--- src/shared/lcts_pkg.sv ---
// Purpose: shared constants and types for the teach sequencer of a beam array receiver
// Assumes: 200 MHz system clock, classic Wishbone register access, 16 beams
// Notes: every offset, reset value and timing count is named here once
package lcts_pkg;

  // ****************************************
  // timing
  // ****************************************
  localparam int LCTS_CLK_KHZ = 200000; // system clock rate in kHz
  localparam int LCTS_TMIN_MS = 20; // teach pulse must be longer than this
  localparam int LCTS_TMAX_MS = 80; // teach pulse must be shorter than this
  localparam int LCTS_TMIN_CYC = LCTS_TMIN_MS * LCTS_CLK_KHZ; // least width, cycles
  localparam int LCTS_TMAX_CYC = LCTS_TMAX_MS * LCTS_CLK_KHZ; // longest width, cycles
  localparam int LCTS_CNT_W = 25; // width counter, holds the 80 ms count

  // ****************************************
  // beams and blanking
  // ****************************************
  localparam int LCTS_BEAMS = 16; // beams in the array
  localparam int LCTS_MARGIN = 1; // extra beams added on each side of a blocked run
  localparam logic [2:0] LCTS_MAX_AREAS = 3'h4; // most blanking areas
  localparam logic [7:0] LCTS_LEVEL_FULL = 8'hff; // bar level after a good teach
  localparam logic [7:0] LCTS_LEVEL_NONE = 8'h00; // no bar after a failed teach
  localparam logic [7:0] LCTS_GAIN_MAX = 8'hff; // top of the regulation range

  // ****************************************
  // register map, byte addresses
  // ****************************************
  localparam logic [7:0] LCTS_OFS_CTRL = 8'h00; // write: teach command
  localparam logic [7:0] LCTS_OFS_STAT = 8'h04; // read: busy, ok, error, display
  localparam logic [7:0] LCTS_OFS_CFG = 8'h08; // read/write: configuration
  localparam logic [7:0] LCTS_OFS_DEACT = 8'h0c; // read: deactivated beam mask
  localparam logic [7:0] LCTS_OFS_LEVEL = 8'h10; // read: last level, first level
  localparam logic [7:0] LCTS_OFS_GAIN = 8'h14; // read: regulated gain
  localparam int LCTS_CTRL_TEACH = 0; // teach command bit in the control word
  localparam logic [7:0] LCTS_CFG_RST = 8'h00; // non-volatile, positive, line one, no areas

  // configuration word, low byte of the config register
  typedef struct packed {
    logic [1:0] reserve; // function reserve step handed to the optics
    logic line_two; // 0: config_line_one is the teach input
    logic negative_switching; // 0: positive_switching, input active high
    logic store_volatile; // 0: keep taught values in non-volatile storage
    logic [2:0] areas; // number of blanking areas, 0 to 4
  } lcts_cfg_t;

  // classic Wishbone request from the master
  typedef struct packed {
    logic cyc;
    logic stb;
    logic we;
    logic [7:0] adr;
    logic [3:0] sel;
    logic [31:0] dat;
  } lcts_wb_req_t;

  typedef enum logic [1:0] {ST_IDLE, ST_REG, ST_EVAL} lcts_fsm_t;

  // complete state of the sequencer
  typedef struct packed {
    lcts_fsm_t fsm;
    lcts_cfg_t cfg;
    logic [LCTS_CNT_W-1:0] pw_cnt;
    logic line_prev;
    logic pu_done;
    logic from_align;
    logic disp_align;
    logic teach_ok;
    logic teach_err;
    logic nv_store;
    logic [7:0] gain;
    logic [7:0] first_lvl;
    logic [7:0] last_lvl;
    logic [LCTS_BEAMS-1:0] deact;
    logic ack;
    logic [31:0] rdat;
  } lcts_regs_t;

endpackage

--- src/verilog/lcts_sequencer.sv ---
// Purpose: teach sequencer; levels beams, learns blanking, reports bar levels
// Assumes: all inputs synchronous to clk_i; optics report per-beam reserve and corridor
// Notes: teach starts from panel, teach line, register command or power-up
//
// Chosen here: the placing of the registers and the Wishbone register port.
`timescale 1ns/1ps

module lcts_sequencer import lcts_pkg::*; #(
  parameter int TEACH_MIN_CYC = LCTS_TMIN_CYC, // least pulse width, cycles
  parameter int TEACH_MAX_CYC = LCTS_TMAX_CYC // longest pulse width, cycles
) (
  input wire logic clk_i,
  input wire logic rst_i,
  input wire lcts_wb_req_t wb_req_i, // wishbone request
  output logic [31:0] wb_dat_o, // wishbone read data
  output logic wb_ack_o, // wishbone acknowledge
  input wire logic [1:0] io_line_i, // configurable lines, bit 0 is config_line_one
  input wire logic panel_teach_i, // one-cycle teach command from the front panel
  input wire logic powerup_teach_en_i, // power-up teach setting, read once after reset
  input wire logic align_mode_i, // 1: alignment mode, 0: process mode
  input wire logic [LCTS_BEAMS-1:0] beam_blocked_i, // beam interrupted
  input wire logic [LCTS_BEAMS-1:0] at_reserve_i, // beam at the requested reserve
  input wire logic corridor_ok_i, // all beam signals inside one corridor
  output logic [7:0] gain_o, // regulation step for transmitter and receiver
  output logic [1:0] reserve_sel_o, // requested function reserve
  output logic [LCTS_BEAMS-1:0] deact_o, // deactivated beams
  output logic [7:0] first_beam_level_o, // first beam bar level
  output logic [7:0] last_beam_level_o, // last beam bar level
  output logic busy_o, // teach running, display shows waiting
  output logic teach_ok_o, // last teach succeeded
  output logic teach_err_o, // last teach failed
  output logic align_display_o, // 1: bar graph, 0: process display
  output logic nv_store_o // one-cycle request to save taught values
);

  // ****************************************
  // declarations
  // ****************************************
  localparam logic [LCTS_CNT_W-1:0] MIN_C = LCTS_CNT_W'(TEACH_MIN_CYC); // width floor
  localparam logic [LCTS_CNT_W-1:0] MAX_C = LCTS_CNT_W'(TEACH_MAX_CYC); // width ceiling
  lcts_regs_t st; // present state
  lcts_regs_t next_st; // next state
  logic line_act; // teach line in its active sense
  logic line_req; // valid teach pulse just ended
  logic pu_req; // power-up teach request
  logic bus_acc; // new bus access this cycle
  logic bus_teach; // teach command written over the bus
  logic teach_req; // any teach source
  logic all_ready; // every counted beam reached the reserve
  logic [4:0] runs; // number of blocked runs
  logic blank_ok; // blocked beams fit the configured areas
  logic eval_ok; // result of the evaluation step
  logic [LCTS_BEAMS-1:0] widened; // blocked beams plus margin

  // ****************************************
  // blanking analysis
  // ****************************************
  // widen each blocked beam by the margin on both sides
  genvar g;
  generate
    for (g = 0; g < LCTS_BEAMS; g++) begin : g_widen
      localparam int LO = (g - LCTS_MARGIN < 0) ? 0 : g - LCTS_MARGIN;
      localparam int HI = (g + LCTS_MARGIN > LCTS_BEAMS - 1) ? LCTS_BEAMS - 1 : g + LCTS_MARGIN;
      assign widened[g] = |beam_blocked_i[HI:LO];
    end
  endgenerate

  // count runs of adjacent blocked beams; each run needs one area
  always_comb begin
    runs = 5'h00;
    for (int i = 0; i < LCTS_BEAMS; i++) begin
      if (beam_blocked_i[i] && (i == 0 || !beam_blocked_i[(i == 0) ? 0 : i - 1])) begin
        runs = runs + 5'h01;
      end
    end
  end

  // without areas the light path must be clear; with areas runs must fit
  assign blank_ok = (st.cfg.areas == 3'h0) ? !(|beam_blocked_i)
                                            : (runs <= {2'h0, st.cfg.areas});
  // blocked beams cannot reach the reserve, so regulation waits for the free beams only;
  // without areas a blocked beam is then judged by the evaluation step instead of
  // running the gain into its ceiling, which would look like a weak signal
  assign all_ready = &(at_reserve_i | beam_blocked_i);
  assign eval_ok = corridor_ok_i && blank_ok;

  // ****************************************
  // teach sources
  // ****************************************
  // selected line, inverted for negative switching
  assign line_act = (st.cfg.line_two ? io_line_i[1] : io_line_i[0])
                    ^ st.cfg.negative_switching;
  // a pulse counts only when its width lies strictly inside the window
  assign line_req = st.line_prev && !line_act && (st.pw_cnt > MIN_C)
                    && (st.pw_cnt < MAX_C);
  assign pu_req = !st.pu_done && powerup_teach_en_i;
  assign bus_acc = wb_req_i.cyc && wb_req_i.stb && !st.ack;
  assign bus_teach = bus_acc && wb_req_i.we && (wb_req_i.adr == LCTS_OFS_CTRL)
                     && wb_req_i.sel[0] && wb_req_i.dat[LCTS_CTRL_TEACH];
  assign teach_req = line_req || pu_req || panel_teach_i || bus_teach;

  // ****************************************
  // next state
  // ****************************************
  always_comb begin
    next_st = st;
    next_st.ack = 1'b0;
    next_st.nv_store = 1'b0;
    next_st.pu_done = 1'b1;
    next_st.line_prev = line_act;
    // width counter saturates so an overlong pulse cannot wrap into the window
    if (line_act) begin
      if (st.pw_cnt != MAX_C) begin
        next_st.pw_cnt = st.pw_cnt + LCTS_CNT_W'(1);
      end
    end else begin
      next_st.pw_cnt = '0;
    end
    // bus slave: answer one cycle after the request, unmapped reads give zero
    if (bus_acc) begin
      next_st.ack = 1'b1;
      next_st.rdat = 32'h0000_0000;
      if (wb_req_i.we) begin
        if (wb_req_i.adr == LCTS_OFS_CFG && wb_req_i.sel[0]) begin
          next_st.cfg = lcts_cfg_t'(wb_req_i.dat[7:0]);
          // clamp so the area count never exceeds the supported maximum
          if (wb_req_i.dat[2:0] > LCTS_MAX_AREAS) begin
            next_st.cfg.areas = LCTS_MAX_AREAS;
          end
        end
      end else begin
        case (wb_req_i.adr)
          LCTS_OFS_STAT: next_st.rdat = {28'h0, st.disp_align, st.teach_err, st.teach_ok,
                                         st.fsm != ST_IDLE};
          LCTS_OFS_CFG: next_st.rdat = {24'h0, st.cfg};
          LCTS_OFS_DEACT: next_st.rdat = {16'h0, st.deact};
          LCTS_OFS_LEVEL: next_st.rdat = {16'h0, st.last_lvl, st.first_lvl};
          LCTS_OFS_GAIN: next_st.rdat = {24'h0, st.gain};
          default: next_st.rdat = 32'h0000_0000;
        endcase
      end
    end
    // sequencer
    case (st.fsm)
      ST_IDLE: begin
        next_st.disp_align = align_mode_i;
        // requests are taken in either display mode
        if (teach_req) begin
          next_st.fsm = ST_REG;
          next_st.from_align = align_mode_i;
          next_st.gain = 8'h00;
          next_st.teach_ok = 1'b0;
          next_st.teach_err = 1'b0;
        end
      end
      ST_REG: begin
        // raise the gain one step a cycle until every counted beam holds the reserve
        if (all_ready) begin
          next_st.fsm = ST_EVAL;
        end else if (st.gain == LCTS_GAIN_MAX) begin
          // signal too low: out of range without reaching the reserve
          next_st.fsm = ST_IDLE;
          next_st.teach_err = 1'b1;
          next_st.first_lvl = LCTS_LEVEL_NONE;
          next_st.last_lvl = LCTS_LEVEL_NONE;
          next_st.disp_align = st.from_align;
        end else begin
          next_st.gain = st.gain + 8'h01;
        end
      end
      ST_EVAL: begin
        next_st.fsm = ST_IDLE;
        next_st.disp_align = st.from_align;
        if (eval_ok) begin
          next_st.teach_ok = 1'b1;
          next_st.first_lvl = LCTS_LEVEL_FULL;
          next_st.last_lvl = LCTS_LEVEL_FULL;
          next_st.deact = (st.cfg.areas == 3'h0) ? '0 : widened;
          next_st.nv_store = !st.cfg.store_volatile;
        end else begin
          next_st.teach_err = 1'b1;
          next_st.first_lvl = LCTS_LEVEL_NONE;
          next_st.last_lvl = LCTS_LEVEL_NONE;
        end
      end
      default: next_st.fsm = ST_IDLE;
    endcase
  end

  // ****************************************
  // state register
  // ****************************************
  // synchronous reset to constants only; the power-up strap is read after release
  always_ff @(posedge clk_i) begin
    if (rst_i) begin
      st <= '0;
      st.fsm <= ST_IDLE;
      st.cfg <= lcts_cfg_t'(LCTS_CFG_RST);
    end else begin
      st <= next_st;
    end
  end

  // outputs
  assign wb_dat_o = st.rdat;
  assign wb_ack_o = st.ack;
  assign gain_o = st.gain;
  assign reserve_sel_o = st.cfg.reserve;
  assign deact_o = st.deact;
  assign first_beam_level_o = st.first_lvl;
  assign last_beam_level_o = st.last_lvl;
  assign busy_o = (st.fsm != ST_IDLE);
  assign teach_ok_o = st.teach_ok;
  assign teach_err_o = st.teach_err;
  assign align_display_o = st.disp_align;
  assign nv_store_o = st.nv_store;
endmodule // lcts_sequencer
--- config.mk ---
export PLATFORM = sky130hd
export DESIGN_NAME = lcts_sequencer
export DESIGN_NICKNAME = d
export VERILOG_FILES = /design/src/shared/lcts_pkg.sv /design/src/verilog/lcts_sequencer.sv
export SDC_FILE = /design/constraint.sdc
export NUM_CORES = 1
export LEC_CHECK = 0
export BUFFER_PORTS_ARGS = -buffer_cell sky130_fd_sc_hd__buf_2
export CAP_MARGIN = 20
export CORE_MARGIN = 2
export CORE_UTILIZATION = 40
export DETAILED_ROUTE_END_ITERATION = 6
export HOLD_SLACK_MARGIN = 0.02
export PLACE_DENSITY = 0.68
export RECOVER_POWER = 50
export SYNTH_ARGS = -nofsm -noshare
export SYNTH_HDL_FRONTEND = slang
export SYNTH_SLANG_ARGS = --single-unit
--- constraint.sdc ---
create_clock -name clk_i -period 14.9 [get_ports clk_i]
set_input_delay 1.49 -clock clk_i [delete_from_list [all_inputs] [get_ports clk_i]]
set_output_delay 1.49 -clock clk_i [all_outputs]
set_load 0.02 [all_outputs]
## After elaboration in Yosys (flattened, before gate mapping)

Cells that the tools add are included.

- Logic and storage cells: 200
- Register bits after elaboration: 115

- Add/sub/neg operators: 17
- Bitwise operators: 5
- Eq/ne operators: 16
- Reductions and logical operators: 87
- Multiplexer cells: 51
- Magnitude comparators: 4

Operator list:

| operator | number |
|---|---|
| 16-bit 2-to-1 mux | 6 |
| 16-bit one-hot mux with 5 select lines | 1 |
| 79-bit 2-to-1 mux | 1 |
| 5-bit 2-to-1 mux | 15 |
| 5-bit by 1-bit adder with 5-bit output, second input constant | 14 |
| 3-bit OR reduction | 15 |
| 33-bit 2-to-1 mux | 1 |
| 16-bit one-hot mux with 2 select lines | 1 |
| 1-bit logical AND | 27 |
| 25-bit by 1-bit adder with 25-bit output, second input constant | 1 |
| 25-bit by 22-bit > comparator with 1-bit output, second input constant | 1 |
| 25-bit by 24-bit less-than comparator with 1-bit output, second input constant | 1 |
| 25-bit by 24-bit != test with 1-bit output, second input constant | 1 |
| 24-bit 2-to-1 mux | 1 |
| 1-bit logical NOT | 20 |
| 8-bit by 4-bit == test with 1-bit output, second input constant | 2 |
| 8-bit by 5-bit == test with 1-bit output, second input constant | 2 |
| 8-bit 2-to-1 mux | 2 |
| 16-bit bitwise OR | 1 |
| 8-bit one-hot mux with 2 select lines | 1 |
| 16-bit AND reduction | 1 |
| 16-bit OR reduction | 1 |
| 1-bit 2-to-1 mux | 13 |
| 2-bit != test, second input constant | 6 |
| other kinds (27) | 45 |

## Longest topological paths before layout

Gate-level depths: netlist (run 1).

- Word-level depth: 37
- Depth in mapped cells: 55
- Gate-level depth less buffers: 53

## Worst setup path after synthesis (run 1)

Ideal clock, no wire load.

- Path type: input to register
- Start point: input port beam_blocked_i[2]
- End point: register st (netlist bit deact_o[10])
- Path buffers: 2
- Data arrival time: 11334 ps
- Setup slack: 3497 ps
- Data required time: 14831 ps
- Cell stages on the path: 54
- Path through: clkbuf_1 nand2b_1 nand3_1 ha_1 nand3b_1 nand2_1 ha_1 nor3b_1 a31oi_1 ha_1 inv_1 o21ai_0 ha_1 nor3b_1 a221oi_2 o21a_1 ha_1 mux2_2 [18 not listed] nor2_1 a21oi_1 ha_1 a22oi_1 o31ai_1 ha_1 mux2_2 ha_1 a21o_1 a21oi_1 a31oi_1 or3_1 nand2b_1 a211o_1 o21ai_0 clkbuf_1 o21ai_1 a21oi_2

- Longest elaborated chain between the ends: 32

RTL lines:

| item | line | text |
|---|---|---|
| start: declaration | lcts_sequencer.sv:21 | `input wire logic [LCTS_BEAMS-1:0] beam_blocked_i,` |
| 1-bit logical AND | lcts_sequencer.sv:72 | `if (beam_blocked_i[i] && (i == 0 \|\| !beam_blocked_i[(i == 0) ? 0 : i - 1])) begin` |
| 5-bit 2-to-1 mux | lcts_sequencer.sv:72 |  |
| 5-bit by 1-bit adder with 5-bit output | lcts_sequencer.sv:73 | `runs = runs + 5'h01;` |
| 5-bit 2-to-1 mux | lcts_sequencer.sv:72 |  |
| 5-bit by 1-bit adder with 5-bit output | lcts_sequencer.sv:73 |  |
| 5-bit 2-to-1 mux | lcts_sequencer.sv:72 |  |
| 5-bit by 1-bit adder with 5-bit output | lcts_sequencer.sv:73 |  |
| 5-bit 2-to-1 mux | lcts_sequencer.sv:72 |  |
| [16 not listed] | - |  |
| 5-bit by 1-bit adder with 5-bit output | lcts_sequencer.sv:73 |  |
| 5-bit 2-to-1 mux | lcts_sequencer.sv:72 |  |
| 5-bit by 1-bit adder with 5-bit output | lcts_sequencer.sv:73 |  |
| 5-bit 2-to-1 mux | lcts_sequencer.sv:72 |  |
| 5-bit by 3-bit <= comparator with 1-bit output | lcts_sequencer.sv:80 | `: (runs <= {2'h0, st.cfg.areas});` |
| 1-bit 2-to-1 mux (*) | lcts_sequencer.sv:79 | `assign blank_ok = (st.cfg.areas == 3'h0) ? !(\|beam_blocked_i)` |
| 1-bit logical AND (*) | lcts_sequencer.sv:85 | `assign eval_ok = corridor_ok_i && blank_ok;` |
| 2-bit AND reduction (no line) (*) | - |  |
| end signal: assignment | lcts_sequencer.sv:200 | `st <= next_st;` |
| end: declaration | lcts_sequencer.sv:41 | `lcts_regs_t st;` |

Every way passes the cells marked *; elsewhere a longest branch is shown, timed or not.
A chain may end at the register's enable or synchronous reset.

## Worst setup path in the final report (run 1)

- Start point: input port beam_blocked_i[0]
- End point: register st (netlist bit deact_o[15])

- Longest elaborated chain between the ends: 35

RTL lines:

| item | line |
|---|---|
| 1-bit 2-to-1 mux / 1-bit logical NOT (equally long branches) | lcts_sequencer.sv:72 |
| 1-bit by 1-bit adder with 2-bit output / 1-bit logical AND (equally long branches) | lcts_sequencer.sv:73, lcts_sequencer.sv:72 |
| 5-bit 2-to-1 mux | lcts_sequencer.sv:72 |
| 5-bit by 1-bit adder with 5-bit output | lcts_sequencer.sv:73 |
| 5-bit 2-to-1 mux | lcts_sequencer.sv:72 |
| 5-bit by 1-bit adder with 5-bit output | lcts_sequencer.sv:73 |
| 5-bit 2-to-1 mux | lcts_sequencer.sv:72 |
| 5-bit by 1-bit adder with 5-bit output | lcts_sequencer.sv:73 |
| [19 not listed] | - |
| 5-bit by 1-bit adder with 5-bit output | lcts_sequencer.sv:73 |
| 5-bit 2-to-1 mux | lcts_sequencer.sv:72 |
| 5-bit by 1-bit adder with 5-bit output | lcts_sequencer.sv:73 |
| 5-bit 2-to-1 mux | lcts_sequencer.sv:72 |
| 5-bit by 3-bit <= comparator with 1-bit output | lcts_sequencer.sv:80 |
| 1-bit 2-to-1 mux (*) | lcts_sequencer.sv:79 |
| 1-bit logical AND (*) | lcts_sequencer.sv:85 |
| 2-bit AND reduction (no line) (*) | - |

Marked as above.

==> reports/results.md, run 1 <==
CTS
• 2 — deepest clock path buffer count
• 0 — cts hold-fix bufs
• 3 — H-Tree Depth
• 0.34 ns — clock latency on the worst-skew pair
• 84 — number of clock sinks
• 0 — total of cells resized after clock tree synthesis
• sky130_fd_sc_hd__clkbuf_16 — root cell of the clock tree
• 0.06 ns — clock edge transition at the registers on the reported setup and hold paths
• 9 — Inserted Clock Buffers
• 0 — Post CTS Setup Buffer Count
• yes — CTS tree

Floorplanning
• 0.01693 mm2 — die area
• 130.1 um — die span in y
• 167 — ports placed on the boundary
• 46 — number of placement rows
• 0.4049 — starting utilization of the core area
• 130.1 um — die width
• 0.01571 mm2 — Core Box Area

Outcome
• capacitance limit, slew limit — failing checks
• finished with violations — run status

STA
• 0.4622 ns — Worst Hold Margin
• 0 — # setup viols final
• 0.003697 ns — maximum clock skew at final layout
• 48 — Max Transition Viols Final
• 2.353 ns — transition time of the tightest slew-check pin
• 12.18 ns — Final min period
• 0.08208 GHz — top achievable clock speed
• -0.5685 — Relative slew margins
• 0.8176 — crit share post-route
• 0 ns — Setup Total Neg Slack
• false — setup repair after global routing missed its margin
• 0 — final count of hold timing violations
• 2.717 ns — Setup WS post-layout

Worst setup path
• input port to register — crit path kind
• 12.29 ns — Data arrival, critical path
• sky130_fd_sc_hd__o21a_1 — CP max-delay cell
• 0.44 ns — largest incremental delay on the critical path
• register — type of element capturing the critical path
• 16 — top fanout value on the critical path
• input port — kind of launch point of the worst setup path
• sky130_fd_sc_hd__ha_1 — most common cell type on the critical path
• 15.01 ns — Worst Path Required
• 12 — number of cells on the worst reg-to-reg path

Logic synthesis
• 0 — Yosys warnings
• 0 — Post-synth ARST share
• 817 — post-synthesis cell count
• 0.2643 — top-area cell type share of the netlist area
• sky130_fd_sc_hd__dfxtp_1 (26%), sky130_fd_sc_hd__buf_4 (8.7%), sky130_fd_sc_hd__nor2_1 (7.7%) — cell types with the largest area share after synthesis
• 0.2643 — proportion of synthesized chip area in sequential cells
• 78 — library cells used by synthesis
• sky130_fd_sc_hd__dfxtp_1 — flip-flop cell with the highest count after synthesis
• 0 — number of enable-type register cells in the synthesized netlist
• 84 — flops & latches, synth
• 7.787 um2 — mean instance size in the synthesized netlist
• 0.006362 mm2 — post-synth design cell area
• sky130_fd_sc_hd__dfxtp_1 — library cell with the largest summed area after synthesis

Final layout
• 966 — post-layout net count
• sky130_fd_sc_hd__nor2_1 — most common cell after layout, fill and taps aside
• sky130_fd_sc_hd__nor2_1 (130), sky130_fd_sc_hd__dfxtp_1 (84), sky130_fd_sc_hd__clkbuf_1 (68) — highest-count cells in the layout ignoring fill and taps
• 0.006797 mm2 — post-route design area
• 0 — count of inserted antenna diode cells
• 1620 — number of fill cells
• 0.1442 — fraction of layout cells with a size suffix above 1
• 6.824% — P&R area growth vs syn

Detailed routing
• 14.48 um — per-cell routed wire length
• 5590 — via count
• 294 — Iteration-0 DRC Markers
• 5.195 — via density per instance
• 15.58 mm — total length of routed wires
• 0 — remaining antenna violation count
• 0 — DRC errors left
• 4 — drt pass-1 iters

Global routing
• 0 — initial antenna violation count
• 0.1810 — aggregate global-route resource usage
• 4940 — vias in the first global route
• 24.48 mm — first-pass GRT wire length
• 48 — pin count of the biggest net entering global routing
• 0 — overflow left after global routing

Placement
• 11.69 mm — post-detailed-placement half-perimeter wirelength
• 0.8622 — final weighted congestion of routability-driven global placement
• 123 — Buffers on Ports
• 2.471 ns — worst setup slack before clock tree synthesis
• 0.006585 mm2 — area post-placement

Run
• 1 — Max Cap Violations

Pwr
• 91.84 mW/mm2 — total power divided by cell area
• 2.569 nW — Leakage Power
• 0.0006242 W — overall power after layout
• 0.04683 mV — maximum vdd drop

Min path
• 1 — hold path cells
• register to register — HP Class

==> final timing paths <==
| kind | startpoint | endpoint | slack (ns) |
|---|---|---|---|
| worst max-delay path | beam_blocked_i[0] | deact_o[15] | 2.72 |
| worst min-delay path | st[108] | nv_store_o | 0.46 |
| worst max register to register | wb_ack_o | gain_o[5] | 11.72 |
| worst min register to register | st[108] | nv_store_o | 0.46 |
==> area by class of cell <==
| cell class | instances | area, um2 | area share |
|---|---|---|---|
| multi-input cells | 607 | 3897 | 0.5735 |
| well taps | 216 | 270.3 | 0.03976 |
| clock inverters | 2 | 35.03 | 0.005155 |
| inverters | 28 | 105.1 | 0.01546 |
| clock buffers | 13 | 250.2 | 0.03682 |
| flip-flops and latches | 84 | 1682 | 0.2474 |
| repair buffers | 126 | 556.8 | 0.08192 |
==> cell usage after synthesis, types with 3 or more instances <==
master	count
sky130_fd_sc_hd__a211oi_1	9
sky130_fd_sc_hd__or3_1	6
sky130_fd_sc_hd__buf_2	10
sky130_fd_sc_hd__xnor2_2	4
sky130_fd_sc_hd__clkbuf_1	22
sky130_fd_sc_hd__buf_4	74
sky130_fd_sc_hd__and4_1	5
sky130_fd_sc_hd__a21oi_2	12
sky130_fd_sc_hd__nand3_1	27
sky130_fd_sc_hd__nand2_1	42
sky130_fd_sc_hd__xor2_1	22
sky130_fd_sc_hd__and2_1	4
sky130_fd_sc_hd__nor3b_1	8
sky130_fd_sc_hd__mux2i_1	21
sky130_fd_sc_hd__nand2b_1	8
sky130_fd_sc_hd__o31ai_1	4
sky130_fd_sc_hd__nand3b_1	8
sky130_fd_sc_hd__nand4_1	11
sky130_fd_sc_hd__and3_1	6
sky130_fd_sc_hd__nor2b_1	15
sky130_fd_sc_hd__o22ai_1	8
sky130_fd_sc_hd__o21ai_0	20
sky130_fd_sc_hd__or4_1	4
sky130_fd_sc_hd__xnor2_1	22
sky130_fd_sc_hd__and4b_1	3
sky130_fd_sc_hd__or2_2	3
sky130_fd_sc_hd__nor3_1	18
sky130_fd_sc_hd__a22oi_1	6
sky130_fd_sc_hd__nor2_1	130
sky130_fd_sc_hd__dfxtp_1	84
sky130_fd_sc_hd__inv_1	26
sky130_fd_sc_hd__a21oi_1	56
sky130_fd_sc_hd__o21ai_1	17
sky130_fd_sc_hd__mux2_2	3
sky130_fd_sc_hd__buf_6	4
sky130_fd_sc_hd__nor4_1	9
sky130_fd_sc_hd__nand3_2	10
sky130_fd_sc_hd__ha_1	23
sky130_fd_sc_hd__o21a_1	3
==> worst max-delay path: cells and delay by family <==
family	cells	cell delay, ns
fa+ha+maj	14	4.04
compound gates	19	3.26
buf+inv	4	0.46
simple gates	13	2.23
mux	3	0.81
==> routing by layer <==
| metal | global-route usage | vias up | routed length (um) |
|---|---|---|---|
| met3 | 0.02829 | 13 | 825 |
| li1 | - | 2836 | - |
| met5 | 0 | - | 0 |
| met2 | 0.2947 | 168 | 7113 |
| met4 | 0.04870 | 0 | 207 |
| met1 | 0.2496 | 2573 | 7432 |
==> where the power goes <==
group	internal (W)	switching (W)
logic	0.0000697	0.000105
clock network	0.000133	0.0000838
registers	0.000228	0.00000466
==> stage by stage <==
stage / cells / utilization
after floorplan: 832 / -
after global placement: 1060 / 0.4191
after detailed placement: 1060 / 0.4191
after CTS: 1075 / 0.4373
after global routing: 1076 / 0.4326
final: 1076 / 0.4326
==> cells by family after synthesis <==
| logic type | after synthesis | share of synthesized area |
|---|---|---|
| other | 1 | 0.0005894 |
| AND/OR/NAND/NOR | 327 | 0.2631 |
| multiplexers | 24 | 0.03835 |
| buffers and inverters | 141 | 0.1337 |
| flip-flops | 84 | 0.2643 |
| XOR/XNOR | 52 | 0.08456 |
| AO/OA/AOI/OAI | 165 | 0.1701 |
| adder cells (fa/ha/maj) | 23 | 0.04523 |
==> registers in the layout, summed over array words and instances (netlist names) <==
register            cells
align_display_o         1
deact_o                16
first_beam_level_o      1
gain_o                  8
nv_store_o              1
reserve_sel_o           2
st                     36
teach_err_o             1
teach_ok_o              1
wb_ack_o                1
wb_dat_o               16
Power figures use the tool's default switching activity.
==> run 2, diff against run 1 <==
--- a/config.mk
+++ b/config.mk
@@ -5,13 +5,14 @@
 export SDC_FILE = /design/constraint.sdc
 export NUM_CORES = 1
 export LEC_CHECK = 0
+export ABC_AREA = 1
 export BUFFER_PORTS_ARGS = -buffer_cell sky130_fd_sc_hd__buf_2
 export CAP_MARGIN = 20
 export CORE_MARGIN = 2
 export CORE_UTILIZATION = 40
 export DETAILED_ROUTE_END_ITERATION = 6
 export HOLD_SLACK_MARGIN = 0.02
-export PLACE_DENSITY = 0.68
+export PLACE_DENSITY = 0.71
 export RECOVER_POWER = 50
 export SYNTH_ARGS = -nofsm -noshare
 export SYNTH_HDL_FRONTEND = slang
==> constraint.sdc (replaced) <==
create_clock -name clk_i -period 11 [get_ports clk_i]
set_input_delay 1.1 -clock clk_i [delete_from_list [all_inputs] [get_ports clk_i]]
set_output_delay 1.1 -clock clk_i [all_outputs]
set_load 0.02 [all_outputs]
==> run 2 against run 1 <==
The run now ends clean. Sequential power is 35% higher. First-iteration DRC count is 50% higher. Combinational power is 14% higher. Worst hold slack worse by 0.00066 ns. Cell area is 2.7% higher. Final cell count is 18% higher. Synthesized area is 0.18% higher. Synthesized cell count is 20% higher. Total power is 40% higher. Clock-buffer cell count is 2 lower. Sequential share of layout area is 0.66 points lower.
==> reports/results.md, run 2 <==
Outcome
• finished clean — run status

Global routing
• 30 — pin count of the biggest net entering global routing
• 0.2423 — met1 track demand over resource in global routing
• 0.2864 — fraction of met2 tracks used by global routing
• 0 — initial antenna violation count
• 0.02050 — met3 demand-to-capacity share in global routing
• met2 — peak-usage layer in the global routing report
• 24.23 mm — first-pass GRT wire length
• 0.1766 — aggregate global-route resource usage
• 5304 — vias in the first global route
• 0 — overflow left after global routing

Floorplanning
• 46 — number of placement rows
• 0.4056 — starting utilization of the core area
• 130.2 um — die span in y
• 130.2 um — die width
• 0.01571 mm2 — Core Box Area
• 0.01696 mm2 — die area
• 167 — ports placed on the boundary

Logic synthesis
• sky130_fd_sc_hd__nand2_1 (217), sky130_fd_sc_hd__inv_1 (135), sky130_fd_sc_hd__dfxtp_1 (84), sky130_fd_sc_hd__nor2_1 (84), sky130_fd_sc_hd__nand3_1 (82) — commonest cells in the synthesized netlist
• sky130_fd_sc_hd__dfxtp_1 — library cell with the largest summed area after synthesis
• 0 — number of enable-type register cells in the synthesized netlist
• 0.006374 mm2 — post-synth design cell area
• 49 — library cells used by synthesis
• sky130_fd_sc_hd__dfxtp_1 (26%), sky130_fd_sc_hd__nand2_1 (13%), sky130_fd_sc_hd__buf_4 (8.8%) — cell types with the largest area share after synthesis
• sky130_fd_sc_hd__nand2_1 — most frequently used cell type in the post-synthesis netlist
• 983 — post-synthesis cell count
• 0.2638 — top-area cell type share of the netlist area
• 0 — Yosys warnings
• 0 — Post-synth ARST share
• 6.484 um2 — mean instance size in the synthesized netlist
• 84 — flops & latches, synth
• sky130_fd_sc_hd__dfxtp_1 — flip-flop cell with the highest count after synthesis
• 0.2638 — proportion of synthesized chip area in sequential cells

CTS
• 9 — Inserted Clock Buffers
• 3 — H-Tree Depth
• sky130_fd_sc_hd__clkbuf_16 — root cell of the clock tree
• 84 — number of clock sinks
• 0.35 ns — clock latency on the worst-skew pair
• 2 — deepest clock path buffer count
• 0 — total of cells resized after clock tree synthesis
• 0 — cts hold-fix bufs
• 0.06 ns — clock edge transition at the registers on the reported setup and hold paths
• 0 — Post CTS Setup Buffer Count
• yes — CTS tree

Detailed routing
• 12.09 um — per-cell routed wire length
• 6139 — via count
• 15.31 mm — total length of routed wires
• 0 — DRC errors left
• 5 — drt pass-1 iters
• 440 — Iteration-0 DRC Markers
• 4.849 — via density per instance
• 0 — remaining antenna violation count

Worst setup path
• st[81] — reg-to-reg critical path startpoint
• 11.29 ns — Worst Path Required
• 18 — number of cells on the worst reg-to-reg path
• st[104] — Crit Reg-Reg Endpoint
• 7.98 ns — slack of the worst reg-to-reg path
• 23 — top fanout value on the critical path
• 10.35 ns — Data arrival, critical path
• input port — kind of launch point of the worst setup path
• sky130_fd_sc_hd__nand2_1 — most common cell type on the critical path
• sky130_fd_sc_hd__or2_2 — CP max-delay cell
• beam_blocked_i[1] — beginning of the critical path
• register — type of element capturing the critical path
• 0.32 ns — largest incremental delay on the critical path
• deact_o[11] — Worst setup endpoint
• input port to register — crit path kind

Pwr
• 125.4 mW/mm2 — total power divided by cell area
• 0.0008754 W — overall power after layout
• 0.06109 mV — maximum vdd drop
• 3.234 nW — Leakage Power

Final layout
• sky130_fd_sc_hd__nand2_1 — most common cell after layout, fill and taps aside
• 0 — count of inserted antenna diode cells
• 0.006983 mm2 — post-route design area
• sky130_fd_sc_hd__nand2_1 (217), sky130_fd_sc_hd__inv_1 (135), sky130_fd_sc_hd__nor2_1 (84), sky130_fd_sc_hd__dfxtp_1 (84), sky130_fd_sc_hd__nand3_1 (82) — highest-count cells in the layout ignoring fill and taps
• 1155 — post-layout net count
• 0.4444 — Final Util
• 36 — number of flip-flops under the largest register name
• st — most flop-heavy register
• 9.560% — P&R area growth vs syn
• 0.1600 — fraction of layout cells with a size suffix above 1

Placement
• 0.8971 — final weighted congestion of routability-driven global placement
• 123 — Buffers on Ports
• 0.006701 mm2 — area post-placement
• 12.17 mm — post-detailed-placement half-perimeter wirelength

STA
• 0 — Max Transition Viols Final
• 0.1343 — Relative slew margins
• 10.06 ns — Final min period
• false — setup repair after global routing missed its margin
• 0.09945 GHz — top achievable clock speed
• 0 — final count of hold timing violations
• 0 ns — Setup Total Neg Slack
• 0 — # setup viols final
• 1.299 ns — transition time of the tightest slew-check pin
• 0.9141 — crit share post-route
• 0.008246 ns — maximum clock skew at final layout

Min path
• register to register — HP Class

Run
• 0 — Max Cap Violations

run 2: changes by cell type after synthesis, moves of 24 or more:
cell	previous run	this run
sky130_fd_sc_hd__nand3_1	27	82
sky130_fd_sc_hd__nand2_2	1	25
sky130_fd_sc_hd__nor2_1	130	84
sky130_fd_sc_hd__nand2_1	42	217
sky130_fd_sc_hd__inv_1	26	135
run 2: power breakdown:
group | total (W) | internal, W | switching (W)
Clock | 0.000362 | 0.000235 | 0.000127
Sequential | 0.000314 | 0.000309 | 0.00000543
Combinational | 0.000199 | 0.0000669 | 0.000132
run 2: per-stage QoR:
| stage | instances | worst slack, ns | hold slack [ns] |
|---|---|---|---|
| floorplan | 998 | 1.549 | 0.4364 |
| global placement | 1250 | 0.7271 | 0.4507 |
| detailed placement | 1250 | 0.5829 | 0.4531 |
| CTS | 1266 | 0.9178 | 0.4627 |
| global route | 1266 | 0.1758 | 0.4855 |
| finish | 1266 | 0.9448 | 0.4615 |
run 2: worst min-delay path by stage:
| stage | from | endpoint | slack (ns) | depth (start not counted) |
|---|---|---|---|---|
| 2_1_floorplan | st[108] | nv_store_o | 0.44 | 1 |
| 3_3_place_gp | st[108] | nv_store_o | 0.45 | 1 |
| 3_5_place_dp | wb_dat_o[2] | wb_dat_o[2] | 0.45 | 2 |
| 4_1_cts | wb_dat_o[2] | wb_dat_o[2] | 0.46 | 2 |
| 5_1_grt | st[108] | nv_store_o | 0.49 | 1 |
| 6_report | st[108] | nv_store_o | 0.46 | 1 |
run 2: layout make-up:
| class | instances | area (um2) |
|---|---|---|
| clock inverters | 5 | 106.4 |
| multi-input cells | 673 | 3545 |
| well taps | 216 | 270.3 |
| fillers | 1657 | 8730 |
| repair buffers | 126 | 560.5 |
| inverters | 151 | 566.8 |
| clock buffers | 11 | 252.7 |
| flip-flops and latches | 84 | 1682 |
run 2: logic make-up after synthesis:
family / synth area share
compound gates: 0.1107
xor+xnor: 0.008245
fa+ha+maj: 0.04515
buf+inv: 0.1888
flops: 0.2638
mux: 0.001767
other cells: 0.0005884
simple gates: 0.3808
run 2: per-layer routing:
| layer | share of wire | routed length [um] |
|---|---|---|
| met1 | 0.49 | 7532 |
| met2 | 0.44 | 6772 |
| met3 | 0.050 | 763 |
| met4 | 0.015 | 236 |
| met5 | 0 | 0 |
run 2: worst max-delay path, delay by kind of cell:
family                   cells  cell delay [ns]
AO/OA/AOI/OAI                5             0.77
AND/OR/NAND/NOR             32             4.12
adder cells (fa/ha/maj)     14             3.59
buffers and inverters       11             0.76
==> run 3, diff against run 2 <==
--- a/config.mk
+++ b/config.mk
@@ -7,12 +7,12 @@
 export LEC_CHECK = 0
 export ABC_AREA = 1
 export BUFFER_PORTS_ARGS = -buffer_cell sky130_fd_sc_hd__buf_2
-export CAP_MARGIN = 20
+export CAP_MARGIN = 25
 export CORE_MARGIN = 2
 export CORE_UTILIZATION = 40
 export DETAILED_ROUTE_END_ITERATION = 6
 export HOLD_SLACK_MARGIN = 0.02
-export PLACE_DENSITY = 0.71
+export PLACE_DENSITY = 0.68
 export RECOVER_POWER = 50
 export SYNTH_ARGS = -nofsm -noshare
 export SYNTH_HDL_FRONTEND = slang
==> constraint.sdc (replaced) <==
create_clock -name clk_i -period 12.7 [get_ports clk_i]
set_input_delay 1.27 -clock clk_i [delete_from_list [all_inputs] [get_ports clk_i]]
set_output_delay 1.27 -clock clk_i [all_outputs]
set_load 0.02 [all_outputs]
==> run 3 against run 2 <==
Total power fell by 20%. Largest cell class unchanged. Clock-buffer cell count did not move. Non-clock buffer count did not move. Largest power group is now registers. Final cell count barely moved. Sequential cell count did not move. Utilization fell by 0.42 points. Combinational power fell by 14%. Worst hold slack improved by 0.0034 ns. Cell area fell by 0.95%. Setup slack improved by 1.5 ns.
==> reports/results.md, run 3 (synthesis gave the netlist of run 2 again) <==
Pwr
• 0.05887 mV — maximum vdd drop
• 101.6 mW/mm2 — total power divided by cell area
• 3.199 nW — Leakage Power

Floorplanning
• 46 — number of placement rows
• 0.4056 — starting utilization of the core area
• 130.2 um — die width
• 167 — ports placed on the boundary
• 0.01696 mm2 — die area
• 130.2 um — die span in y
• 0.01571 mm2 — Core Box Area

Final layout
• 8.520% — P&R area growth vs syn
• 36 — number of flip-flops under the largest register name
• 0.003545 mm2 — combined area of the multi-input logic cells
• st — most flop-heavy register
• 1155 — post-layout net count
• 1686 — number of fill cells
• sky130_fd_sc_hd__nand2_1 — most common cell after layout, fill and taps aside
• sky130_fd_sc_hd__nand2_1 (217), sky130_fd_sc_hd__inv_1 (135), sky130_fd_sc_hd__nor2_1 (84), sky130_fd_sc_hd__dfxtp_1 (84), sky130_fd_sc_hd__nand3_1 (82) — highest-count cells in the layout ignoring fill and taps
• 0.1582 — fraction of layout cells with a size suffix above 1
• 0 — count of inserted antenna diode cells
• 0.001682 mm2 — FF/Latch Area
• 0.006917 mm2 — post-route design area

STA
• 0.8068 — crit share post-route
• 0 ns — Setup Total Neg Slack
• 10.25 ns — Final min period
• 0 — final count of hold timing violations
• 0.09760 GHz — top achievable clock speed
• false — setup repair after global routing missed its margin
• 0.005965 ns — maximum clock skew at final layout
• 0 — # setup viols final
• 1.351 ns — transition time of the tightest slew-check pin
• 0 — Max Transition Viols Final
• 0.09936 — Relative slew margins

Outcome
• finished clean — run status

CTS
• 0 — Post CTS Setup Buffer Count
• 3 — H-Tree Depth
• 0 — cts hold-fix bufs
• sky130_fd_sc_hd__clkbuf_16 — root cell of the clock tree
• yes — CTS tree
• 9 — Inserted Clock Buffers
• 0.34 ns — clock latency on the worst-skew pair
• 0 — total of cells resized after clock tree synthesis
• 0.06 ns — clock edge transition at the registers on the reported setup and hold paths
• 84 — number of clock sinks
• 2 — deepest clock path buffer count

Global routing
• 5260 — vias in the first global route
• 30 — pin count of the biggest net entering global routing
• met2 — peak-usage layer in the global routing report
• 24.61 mm — first-pass GRT wire length
• 0.02091 — met3 demand-to-capacity share in global routing
• 0 — overflow left after global routing
• 0.2790 — fraction of met2 tracks used by global routing
• 0 — initial antenna violation count
• 0.2579 — met1 track demand over resource in global routing
• 0.1788 — aggregate global-route resource usage

Worst setup path
• 0.31 ns — largest incremental delay on the critical path
• sky130_fd_sc_hd__nand2_1 — most common cell type on the critical path
• input port to register — crit path kind
• 23 — top fanout value on the critical path
• sky130_fd_sc_hd__or2_2 — CP max-delay cell
• 10.53 ns — Data arrival, critical path
• 12.98 ns — Worst Path Required
• input port — kind of launch point of the worst setup path
• register — type of element capturing the critical path
• 18 — number of cells on the worst reg-to-reg path

Min path
• register to register — HP Class
• 2 — hold path cells

Placement
• 0.006701 mm2 — area post-placement
• 123 — Buffers on Ports
• 0.8975 — final weighted congestion of routability-driven global placement
• 11.88 mm — post-detailed-placement half-perimeter wirelength

Run
• 0 — Max Cap Violations

Detailed routing
• 308 — Iteration-0 DRC Markers
• 0 — DRC errors left
• 5 — drt pass-1 iters
• 0 — remaining antenna violation count
• 14.91 mm — total length of routed wires
• 6013 — via count
• 11.79 um — per-cell routed wire length
• 4.753 — via density per instance

-- run 3: cell count changes in the layout (fill, tap and decap cells not counted) --
cell,change
sky130_fd_sc_hd__clkbuf_1,+1
sky130_fd_sc_hd__inv_6,-1
sky130_fd_sc_hd__clkinvlp_4,+1
sky130_fd_sc_hd__bufinv_16,-2
sky130_fd_sc_hd__clkbuf_8,-1
sky130_fd_sc_hd__clkinv_2,+1
-- run 3: path summary, 6_finish.rpt --
| check | start | end | slack [ns] |
|---|---|---|---|
| worst min-delay path | wb_dat_o[15] | wb_dat_o[15] | 0.46 |
| worst min register to register | wb_dat_o[15] | wb_dat_o[15] | 0.46 |
| worst max register to register | st[80] | st[104] | 9.66 |
| worst max-delay path | beam_blocked_i[1] | deact_o[8] | 2.45 |
-- run 3: report_power, final --
| group | total [W] | switching (W) | internal, W |
|---|---|---|---|
| registers | 0.000272 | 0.00000479 | 0.000268 |
| clock network | 0.000258 | 0.000102 | 0.000156 |
| logic | 0.000172 | 0.000114 | 0.0000577 |
-- run 3: layout make-up --
type,instances,share of cell area
well taps,216,0.03907
multi-input cells,673,0.5125
clock buffers,11,0.03509
inverters,151,0.08195
flip-flops and latches,84,0.2431
clock inverters,4,0.007236
repair buffers,126,0.08104
-- run 3: per-stage QoR --
stage	instances	total power (W)	setup slack, ns	hold slack, ns	utilization
3_5_place_dp	1250	0.0004510	2.078	0.4541	0.4265
3_3_place_gp	1250	0.0004477	2.222	0.4515	0.4265
6_report	1265	0.0007025	2.454	0.4649	0.4402
4_1_cts	1265	0.0007074	2.403	0.4634	0.4451
2_1_floorplan	998	0.0004200	3.079	0.4364	-
5_1_grt	1265	0.0007452	1.615	0.4819	0.4402
-- run 3: routing by layer --
layer,up-vias,routed length (um)
met1,2642,7634
li1,3208,-
met4,0,205
met5,-,0
met3,15,811
met2,148,6261
-- run 3: critical path: cells and delay by family --
kind,cells,cell delay (ns)
buf+inv,11,0.78
simple gates,32,4.12
compound gates,5,0.79
fa+ha+maj,14,3.61
